[src/hw/pgbx_pkg.sv]
// Shared constants and types of the 16-bit parallel/serial gearbox.
//------------------------------------------------------------------
// Overview of operation
//------------------------------------------------------------------
// Overview of operation
// - Receive serial bits become 16-bit parallel words.
// - Failed frequency test forces loop onto reference.
// - Recovered bit rate follows the selected rate.
// - Input register captures on parallel clock rising edge.
// - Second register loads in parallel, shifts out serially.
// - Internal byte clock triggers each input-to-shifter load.
// - Load phase is aligned to the parallel input clock.
// - Byte-rate transmit clock is driven upstream.
// - Reference-derived clock runs without receive lock.
package pgbx_pkg;

  //----------------------------------------------------------------
  // Word and bit counting
  //----------------------------------------------------------------
  localparam int unsigned WORD_W   = 16;       // Parallel word width.
  localparam logic [3:0]  BIT_LAST = 4'hf;     // Last bit slot of a word.
  localparam logic [3:0]  BIT_MID  = 4'h7;     // Half-word slot.
  // Counter value forced at a parallel clock capture; the load then
  // follows eleven bit times later, far from the capture edge.
  localparam logic [3:0]  TX_ALIGN_PHASE = 4'h4;

  //----------------------------------------------------------------
  // Recovered bit clock rates in kHz
  //----------------------------------------------------------------
  localparam logic [23:0] LAN_KHZ = 24'h9d_5b34;  // 10312.5 MHz.
  localparam logic [23:0] WAN_KHZ = 24'h97_e000;  // 9953.28 MHz.
  localparam logic [23:0] FEC_KHZ = 24'ha2_b908;  // 10664.2 MHz.

  //----------------------------------------------------------------
  // Frequency test window, counted in clock cycles
  //----------------------------------------------------------------
  localparam logic [8:0] LD_WIN_LAST = 9'h0ff;  // 256-cycle window.
  localparam logic [8:0] LD_MIN_BITS = 9'h0fc;  // Fewest bits allowed.
  localparam logic [8:0] LD_MAX_BITS = 9'h100;  // Most bits allowed.

  // Line rate selection.
  typedef enum logic [1:0] {RATE_LAN, RATE_WAN, RATE_FEC} pgbx_rate_t;

  // Lock detector states.
  typedef enum logic {LD_ON_REF, LD_LOCKED} pgbx_ld_t;

  // Received word with the loop mode it was gathered under.
  typedef struct packed {
    logic                on_ref;
    logic [WORD_W-1:0]   data;
  } pgbx_word_t;

  // State of the gearbox core, receive buffer excepted.
  typedef struct packed {
    pgbx_ld_t            ld;
    logic [8:0]          win_cnt;
    logic [8:0]          bit_tally;
    logic                force_ref;
    logic [23:0]         rate_khz;
    logic [3:0]          rx_cnt;
    logic [WORD_W-1:0]   rx_sh;
    logic                push;
    pgbx_word_t          word;
    logic                rx_pclk;
    logic                overrun;
    logic                ref_q;
    logic                ref_clk;
    logic                pic_q;
    logic [WORD_W-1:0]   tx_in;
    logic [WORD_W-1:0]   tx_sh;
    logic [3:0]          tx_cnt;
    logic                tx_bclk;
  } pgbx_state_t;

endpackage : pgbx_pkg

[src/hw/pgbx_buf.sv]
// Two-entry valid/ready buffer for received words.
`timescale 1ns/1ns
module pgbx_buf #(
  parameter int unsigned W = 17
) (
  input  wire logic         mclk,
  input  wire logic         rst_b,
  input  wire logic         in_valid,
  output logic              in_ready,
  input  wire logic [W-1:0] in_data,
  output logic              out_valid,
  input  wire logic         out_ready,
  output logic [W-1:0]      out_data
);

  //----------------------------------------------------------------
  // State
  //----------------------------------------------------------------
  typedef struct packed {
    logic [1:0]   cnt;   // Entries held, zero to two.
    logic [W-1:0] s0;    // Head entry, seen at the output.
    logic [W-1:0] s1;    // Second entry.
    logic         vld;   // Head is valid; kept in a flop for the port.
  } pgbx_buf_st_t;

  pgbx_buf_st_t st_ff;   // Registered state.
  pgbx_buf_st_t nxt_st;  // Next state.
  logic         push;    // Word accepted on the filling side.
  logic         pop;     // Word taken on the draining side.

  if (W == 0) begin : g_chk
    $error("pgbx_buf: width must be nonzero.");
  end

  assign in_ready  = (st_ff.cnt != 2'h2);
  assign out_valid = st_ff.vld;
  assign out_data  = st_ff.s0;
  assign push      = in_valid && in_ready;
  assign pop       = out_valid && out_ready;

  // Next state; the head always moves up so the output stays a flop.
  always_comb begin
    nxt_st = st_ff;
    if (push && pop) begin
      if (st_ff.cnt == 2'h1) begin
        nxt_st.s0 = in_data;
      end else begin
        nxt_st.s0 = st_ff.s1;
        nxt_st.s1 = in_data;
      end
    end else if (push) begin
      if (st_ff.cnt == 2'h0) begin
        nxt_st.s0 = in_data;
      end else begin
        nxt_st.s1 = in_data;
      end
      nxt_st.cnt = 2'(st_ff.cnt + 2'h1);
    end else if (pop) begin
      nxt_st.s0  = st_ff.s1;
      nxt_st.cnt = 2'(st_ff.cnt - 2'h1);
    end
    // Valid follows the next count so the output needs no decode.
    nxt_st.vld = (nxt_st.cnt != 2'h0);
  end

  // State register.
  always_ff @(posedge mclk or negedge rst_b) begin
    if (!rst_b) begin
      st_ff <= '0;
    end else begin
      st_ff <= nxt_st;
    end
  end
endmodule : pgbx_buf

[src/hw/pgbx_top.sv]
// Gearbox core: receive deserializer, lock test and transmit serializer.
`timescale 1ns/1ns
module pgbx_top
  import pgbx_pkg::*;
#(
  parameter int unsigned DATA_W = 16
) (
  input  wire logic                mclk,
  input  wire logic                rst_b,
  input  wire pgbx_pkg::pgbx_rate_t rate_sel,
  input  wire logic                rx_serial_data,
  input  wire logic                rx_bit_strobe,
  input  wire logic                rx_reference_clock,
  input  wire logic                rx_word_ready,
  output logic                     rx_word_valid,
  output pgbx_pkg::pgbx_word_t     rx_parallel_data_out,
  output logic                     rx_parallel_out_clock,
  output logic                     rx_force_ref,
  output logic [23:0]              rx_bit_rate_khz,
  output logic                     rx_overrun,
  output logic                     rx_ref_derived_clock,
  input  wire logic [15:0]         tx_parallel_data_in,
  input  wire logic                tx_parallel_in_clock,
  output logic                     tx_serial_data,
  output logic                     tx_byte_clock_out
);
  import pgbx_pkg::*;

  //----------------------------------------------------------------
  // Declarations
  //----------------------------------------------------------------
  pgbx_state_t st_ff;      // Registered state, receive buffer excepted.
  pgbx_state_t nxt_st;     // Its next value.
  logic [8:0]  tally_now;  // Bits seen in the window, this cycle included.
  logic        tally_ok;   // Window count within the allowed band.
  logic        win_end;    // Last cycle of the test window.
  logic        cap;        // Rising edge of the parallel input clock.
  logic        ref_rise;   // Rising edge of the receive reference.
  logic        tx_load;    // Byte clock slot that loads the shifter.
  logic        buf_ready;  // Buffer can take the pending word.

  // The datapath is built for the documented word width only.
  if (DATA_W != WORD_W) begin : g_chk
    $error("pgbx_top: only a 16-bit word is supported.");
  end

  //----------------------------------------------------------------
  // Edge and window decode
  //----------------------------------------------------------------
  assign tally_now = 9'(st_ff.bit_tally + {8'h00, rx_bit_strobe});
  assign tally_ok  = (tally_now >= LD_MIN_BITS) &&
                     (tally_now <= LD_MAX_BITS);
  assign win_end   = (st_ff.win_cnt == LD_WIN_LAST);
  assign cap       = tx_parallel_in_clock && !st_ff.pic_q;
  assign ref_rise  = rx_reference_clock && !st_ff.ref_q;
  assign tx_load   = (st_ff.tx_cnt == BIT_LAST);

  //----------------------------------------------------------------
  // Next state
  //----------------------------------------------------------------
  // All behaviour but the receive buffer is in this one process; each stage only reads the
  // registered state, but the deserializer's push set must follow the push clear.
  always_comb begin
    nxt_st = st_ff;

    // Recovered bit rate reported for the selected line rate.
    case (rate_sel)
      RATE_WAN: nxt_st.rate_khz = WAN_KHZ;
      RATE_FEC: nxt_st.rate_khz = FEC_KHZ;
      default:  nxt_st.rate_khz = LAN_KHZ;
    endcase

    // Frequency test: bits per fixed window must land in a narrow band.
    nxt_st.win_cnt   = 9'(st_ff.win_cnt + 9'h001);
    nxt_st.bit_tally = tally_now;
    if (win_end) begin
      nxt_st.win_cnt   = 9'h000;
      nxt_st.bit_tally = 9'h000;
      case (st_ff.ld)
        LD_LOCKED: begin
          if (!tally_ok) begin
            // Data lost its rate; steer the loop to the reference.
            nxt_st.ld        = LD_ON_REF;
            nxt_st.force_ref = 1'b1;
          end
        end
        LD_ON_REF: begin
          if (tally_ok) begin
            nxt_st.ld        = LD_LOCKED;
            nxt_st.force_ref = 1'b0;
          end
        end
        default: begin
          nxt_st.ld        = LD_ON_REF;
          nxt_st.force_ref = 1'b1;
        end
      endcase
    end

    // A pending word leaves once the buffer takes it.
    if (st_ff.push && buf_ready) begin
      nxt_st.push = 1'b0;
    end

    // Deserializer: one bit per strobe, MSB first, 16 to a word.
    if (rx_bit_strobe) begin
      nxt_st.rx_sh  = {st_ff.rx_sh[14:0], rx_serial_data};
      nxt_st.rx_cnt = 4'(st_ff.rx_cnt + 4'h1);
      if (st_ff.rx_cnt == BIT_LAST) begin
        // A still unaccepted word is overwritten; flag the loss.
        if (st_ff.push && !buf_ready) begin
          nxt_st.overrun = 1'b1;
        end
        nxt_st.push        = 1'b1;
        nxt_st.word.data   = {st_ff.rx_sh[14:0], rx_serial_data};
        nxt_st.word.on_ref = st_ff.force_ref;
      end
      if (st_ff.rx_cnt == BIT_LAST || st_ff.rx_cnt == BIT_MID) begin
        nxt_st.rx_pclk = !st_ff.rx_pclk;
      end
    end

    // Reference-derived clock never looks at lock or received data.
    nxt_st.ref_q = rx_reference_clock;
    if (ref_rise) begin
      nxt_st.ref_clk = !st_ff.ref_clk;
    end

    // Transmit input register takes all 16 bits on each rising edge.
    nxt_st.pic_q = tx_parallel_in_clock;
    if (cap) begin
      nxt_st.tx_in = tx_parallel_data_in;
    end

    // Bit counter: free running, pulled to a fixed phase at capture.
    if (cap) begin
      nxt_st.tx_cnt = TX_ALIGN_PHASE;
    end else begin
      nxt_st.tx_cnt = 4'(st_ff.tx_cnt + 4'h1);
    end

    // Shifter reloads in the byte clock slot, shifts otherwise.
    if (tx_load) begin
      nxt_st.tx_sh = st_ff.tx_in;
    end else begin
      nxt_st.tx_sh = {st_ff.tx_sh[14:0], 1'b0};
    end

    // Byte-rate clock out: half period of eight bit times.
    if (tx_load || st_ff.tx_cnt == BIT_MID) begin
      nxt_st.tx_bclk = !st_ff.tx_bclk;
    end
  end

  //----------------------------------------------------------------
  // State register
  //----------------------------------------------------------------
  // The loop starts forced to the reference until a window passes.
  always_ff @(posedge mclk or negedge rst_b) begin
    if (!rst_b) begin
      st_ff           <= '0;
      st_ff.ld        <= LD_ON_REF;
      st_ff.force_ref <= 1'b1;
      st_ff.rate_khz  <= LAN_KHZ;
    end else begin
      st_ff <= nxt_st;
    end
  end

  //----------------------------------------------------------------
  // Receive buffer
  //----------------------------------------------------------------
  // Two entries let the receiver stall briefly without losing words.
  pgbx_buf #(
    .W ($bits(pgbx_word_t))
  ) u_rx_buf (
    .mclk      (mclk),
    .rst_b     (rst_b),
    .in_valid  (st_ff.push),
    .in_ready  (buf_ready),
    .in_data   (st_ff.word),
    .out_valid (rx_word_valid),
    .out_ready (rx_word_ready),
    .out_data  (rx_parallel_data_out)
  );

  //----------------------------------------------------------------
  // Outputs
  //----------------------------------------------------------------
  assign rx_parallel_out_clock = st_ff.rx_pclk;
  assign rx_force_ref          = st_ff.force_ref;
  assign rx_bit_rate_khz       = st_ff.rate_khz;
  assign rx_overrun            = st_ff.overrun;
  assign rx_ref_derived_clock  = st_ff.ref_clk;
  assign tx_serial_data        = st_ff.tx_sh[15];
  assign tx_byte_clock_out     = st_ff.tx_bclk;
endmodule : pgbx_top
[config.mk]
export PLATFORM = sky130hd
export DESIGN_NAME = pgbx_top
export DESIGN_NICKNAME = d
export VERILOG_FILES = /design/src/hw/pgbx_pkg.sv /design/src/hw/pgbx_buf.sv /design/src/hw/pgbx_top.sv
export SDC_FILE = /design/constraint.sdc
export NUM_CORES = 1
export LEC_CHECK = 0
export BUFFER_PORTS_ARGS = -buffer_cell sky130_fd_sc_hd__buf_2
export CORE_MARGIN = 5
export CORE_UTILIZATION = 60
export CTS_CLUSTER_DIAMETER = 150
export DETAILED_ROUTE_END_ITERATION = 16
export HOLD_SLACK_MARGIN = 0.12
export PLACE_DENSITY_LB_ADDON = 0.25
export SETUP_SLACK_MARGIN = 0.5
export SYNTH_ARGS = -nofsm -noshare
export SYNTH_HDL_FRONTEND = slang
export SYNTH_HIERARCHICAL = 1
export SYNTH_SLANG_ARGS = --single-unit
[constraint.sdc]
create_clock -name mclk -period 3.2 [get_ports mclk]
set_clock_uncertainty 0.05 [all_clocks]
set_input_delay 0.64 -clock mclk [delete_from_list [all_inputs] [get_ports mclk]]
set_output_delay 0.64 -clock mclk [all_outputs]
set_load 0.03 [all_outputs]
Word level (Yosys, flattened, before mapping)
Index checks and enable logic that the tools add are counted.
W data, S select, Z words.
- bitwise logic cells: 1
- reductions and logical operators: 25
- equality and inequality tests: 14
- $add $sub $neg: 6
- mux-type cells: 23
- magnitude comparators: 2
- operator list (kind ; number):
    $mux W17 ; 5
    $mux W19 ; 3
    $pmux W22 S2 ; 1
    $mux W34 ; 1
    $mux W20 ; 1
    $mux W18 ; 1
    $mux W16 ; 1
    $add A9 B1 Y9 ; 1
    $add A9 B1 Y9 const B ; 1
    $eq A9 B8 Y1 const B ; 1
    $ge A9 B8 Y1 const B ; 1
    $le A9 B9 Y1 const B ; 1
    $reduce_and A3 Y1 ; 3
    $add A4 B1 Y4 const B ; 2
    $eq A4 B3 Y1 const B ; 2
    $eq A4 B4 Y1 const B ; 2
    $ne A2 B2 Y1 const B ; 4
    $logic_and A1 B1 Y1 ; 7
    $mux W1 ; 7
    $logic_not A1 Y1 ; 6
    $reduce_and A2 Y1 ; 3
    $eq A2 B1 Y1 const B ; 2
    $mux W4 ; 1
    $reduce_bool A2 Y1 ; 2
    11 further kinds ; 12
- word-level logic and storage cells: 94
- bits of input ports: 25
- flip-flop bits (word level): 160

Depth between registers and ports, before layout
- word-level depth: 6
- depth in mapped cells: 9
- mapped depth without buffers: 8

Modules after synthesis
The synthesis kept the hierarchy.
- by module, submodules not included (module ; area an instance (um^2) ; instances ; seq. area each (um^2) ; cells an instance):
    pgbx_top ; 4296.6 ; 1 ; 2607.5 ; 315
    pgbx_buf ; 1737.9 ; 1 ; 925.9 ; 153

Worst setup path before layout
Ideal clock, no wire load.
- path type: in2reg
- from: input rx_bit_strobe
- to: register st_ff (netlist bit rx_force_ref)
- buffers on the path: 1
- path slack: 1.002 ns
- data required time: 3.066 ns
- arrival: 2.064 ns
- library setup time: 0.084 ns
- stages on the path: 8
- cell sequence: ha_1 -> ha_1 -> buf_2 -> or4_1 -> o21ai_1 -> nand4bb_1 -> nand4_1 -> nand3_1
- longest elaborated chain between the ends: 5
- ends and longest elaborated chain (item ; RTL line ; source):
    from (decl) ; pgbx_top.sv:12 ; input wire logic rx_bit_strobe,
    $add A9 B1 Y9 (*) ; pgbx_top.sv:50 ; assign tally_now = 9'(st_ff.bit_tally + {8'h00, rx_bit_strobe});
    $ge A9 B8 Y1 / $le A9 B9 Y1 (equally long branches) ; pgbx_top.sv:51, pgbx_top.sv:52 ;
    $logic_and A1 B1 Y1 (*) ; pgbx_top.sv:51 ; assign tally_ok = (tally_now >= LD_MIN_BITS) &&
    $ne A2 B2 Y1 (no source line) ; - ;
    $reduce_and A3 Y1 (no source line) (*) ; - ;
    to (signal assigned) ; pgbx_top.sv:166 ; st_ff <= nxt_st;
    to (decl) ; pgbx_top.sv:32 ; pgbx_state_t st_ff;
Mark *: on every way between the ends. The rest lies on a longest branch, timed or not.
A chain may end at the register's enable or synchronous reset.

Worst setup path in the final report
- from: register u_rx_buf/st_ff[35] (netlist name)
- to: register u_rx_buf/st_ff[3] (netlist name)
- longest elaborated chain between the ends: 5
- ends and longest elaborated chain (item ; RTL line ; source):
    from (decl) ; pgbx_buf.sv:26 ; pgbx_buf_st_t st_ff;
    from (signal assigned) ; pgbx_buf.sv:71 ; st_ff <= nxt_st;
    $ne A2 B2 Y1 ; pgbx_buf.sv:35 ; assign in_ready = (st_ff.cnt != 2'h2);
    $logic_and A1 B1 Y1 ; pgbx_buf.sv:38 ; assign push = in_valid && in_ready;
    $logic_and A1 B1 Y1 ; pgbx_buf.sv:44 ; if (push && pop) begin
    $ne A2 B2 Y1 (no source line), or another cell as far along ; - ;
    $reduce_and A3 Y1 (no source line) ; - ;
Parallel ways exist; a longest one is shown, timed or not.

==> results.ini <==
[synth]
yosysUniqueCellTypes=44
synth_cells=468
synthTopCellsByArea=dfrtp_1 57%, mux2_2 12%, buf_4 5.1%
yosysSeqAreaShare=0.586
syn_area_um2=6030
synth_edf_count=0
yosys_warnings=6
ys_ff_latch=141
synthTopCellsByCount=137 x dfrtp_1, 66 x mux2_2, 41 x buf_4
ys_async_sr_fraction=1.00
synth_area_per_cell_um2=12.9
synth_most_common_cell=dfrtp_1
synth.top_cell.area_share=0.568
synth_top_cell_by_area=dfrtp_1
synthFlopType=dfrtp_1

[clock_tree]
cts_buffer_depth=2
post_cts_buffers=0
cts_tree=done
htree_num_levels=4
cts_sinks=141
clk_latency_ps=510
postCtsHoldBufs=0
cts_buffers=17
cts_root_buffer=clkbuf_8
clk_pin_slew_ps=60
postCtsResizedCells=0

[critical_path]
critPathLaunchType=flip-flop
r2r-end=u_rx_buf/st_ff[3]
timing.rr.start=u_rx_buf/st_ff[35]
worstPathArrival_ps=2660
path_max_fanout=18
rrSetupSlack_ps=880
cp-end-kind=flip-flop
r2r_cells=5
required_ps=3540
worst-setup-path-type=flip-flop to flip-flop

[finish]
nNetsFinal=543
post_layout_nonfiller_instances=653
antenna_cells=0
layout-drive-gt1-share=0.365
syn_to_final_growth_pct=14.0
stdcell_area_um2=6880

[floorplanning]
start_util=0.617
dieArea_um2=12200
io_pins=73
die_x_um=110
num_rows=36
die_y_um=110
core_um2=9770

[timing]
fmax_mhz=432
slew_viol_final=0
max_slew_margin=0.402
fin_crit_ps=2320
finalSetupTns_ps=0
worst_pin_slew_ps=897
fin_crit_sh=0.724
setup_viol=0
rsz0062_at_grt=false
final_hold_viol_count=0

[global_routing]
grt_pass1_wl_mm=16.9
grt_start_max_net_pins=84
grt.overflow.total=0
grt_pass1_vias=3586
antenna_found_initial=0
grt_use_total=0.181

[drt]
drtIter0Drc=166
drtAntennaViolNets=0
avgViaCountPerCell=5.27
dr.pass1.iters=5
vias=3444
routedWlPerCell_um=15.1
drc=0
wl_mm=9.85

[pwr]
power.density_nw_per_um2=930
p_leak_nw=3.33
ir_drop_mv=0.523
seqPwrFrac=0.426
p_switching_mw=1.93
p_total_mw=6.40
pwr-share-clk=0.335
swShare=0.302
p_int_mw=4.47
combinationalPowerShare=0.240

[flow_run]
max_cap_viol_count=0

[placed_design]
placed_cells=621
dp_hpwl_mm=6.51
io_buffers=65
dpl_cell_area_um2=6230
gp_congestion=0.771

[status]
status=completed

[hold_path]
hold_class=input pin to asynchronous set/reset pin

[critical path, cell delays in order, from the launching register on]
cell     delay (ps)
dfrtp_1         410
inv_1           120
ha_1            180
mux2_4          270
or2_1           730
mux2_2          420
[worst max-delay path by stage]
stage / startpoint / to / slack [ps] / depth (start not counted)
3_3_place_gp: rx_word_ready / u_rx_buf/st_ff[2] / 740 / 5
2_1_floorplan: rx_bit_strobe / rx_force_ref / 1000 / 8
5_1_grt: u_rx_buf/st_ff[35] / u_rx_buf/st_ff[5] / 760 / 5
4_1_cts: u_rx_buf/st_ff[35] / u_rx_buf/st_ff[3] / 870 / 5
6_report: u_rx_buf/st_ff[35] / u_rx_buf/st_ff[3] / 880 / 5
3_5_place_dp: rx_word_ready / u_rx_buf/st_ff[3] / 720 / 5
[state kept, by name, indices dropped and copies added (netlist names)]
register / count
rx_bit_rate_khz: 5
rx_force_ref: 1
rx_overrun: 1
rx_parallel_out_clock: 1
rx_ref_derived_clock: 1
st_ff: 93
tx_byte_clock_out: 1
tx_serial_data: 1
u_rx_buf/out_data: 17
u_rx_buf/out_valid: 1
u_rx_buf/st_ff: 19
[cell type report]
| type | count | area [µm²] |
|---|---|---|
| clock buffer | 20 | 435 |
| clock inverter | 12 | 216 |
| fill | 698 | 2890 |
| inverter | 12 | 45.0 |
| multi-input combinational | 263 | 2090 |
| sequential | 141 | 3530 |
| tap | 133 | 166 |
| timing repair buffer | 72 | 397 |
[cell families after synthesis]
family,after synthesis,synth area share
flops,141,0.586
simple gates,93,0.0807
mux,82,0.160
buf+inv,69,0.0715
compound gates,48,0.0467
xor+xnor,22,0.0319
fa+ha+maj,11,0.0228
other cells,2,0.00124
[placed cells by master (no fill, tap or decap), drive strengths merged, types with 3 or more instances in the layout]
master,n
ha,11
bufinv,6
nand2,15
o22ai,18
a21oi,19
dfstp,4
dfrtp,137
clkbuf,20
nor2b,7
buf,72
inv,12
nor3,3
nand2b,4
conb,7
o21ai,4
nor2,38
xnor2,13
clkinv,5
mux2,81
nand3,13
nand4,5
xor2,9
[power by group through the flow]
stage	sequential (mW)	combinational (mW)	clock [mW]
4_1_cts	2.73	1.56	2.19
6_report	2.73	1.53	2.14
5_1_grt	2.81	1.69	2.28
2_1_floorplan	2.70	1.31	0
3_5_place_dp	2.75	1.54	0
3_3_place_gp	2.72	1.49	0
[routing by layer]
metal / track usage / vias up / wire, µm
li1: - / 1636 / -
met1: 0.230 / 1722 / 4260
met2: 0.296 / 75 / 4980
met3: 0.0530 / 11 / 502
met4: 0.0660 / 0 / 116
met5: 0 / - / 0
[stage by stage]
stage / util / hold slack [ps] / setup slack, ps
6_report: 0.704 / 122 / 884
5_1_grt: 0.704 / 171 / 756
4_1_cts: 0.704 / 139 / 874
3_5_place_dp: 0.637 / 404 / 723
3_3_place_gp: 0.637 / 400 / 745
2_1_floorplan: - / 294 / 1000
Note: power is estimated with default switching activity, not from simulation.
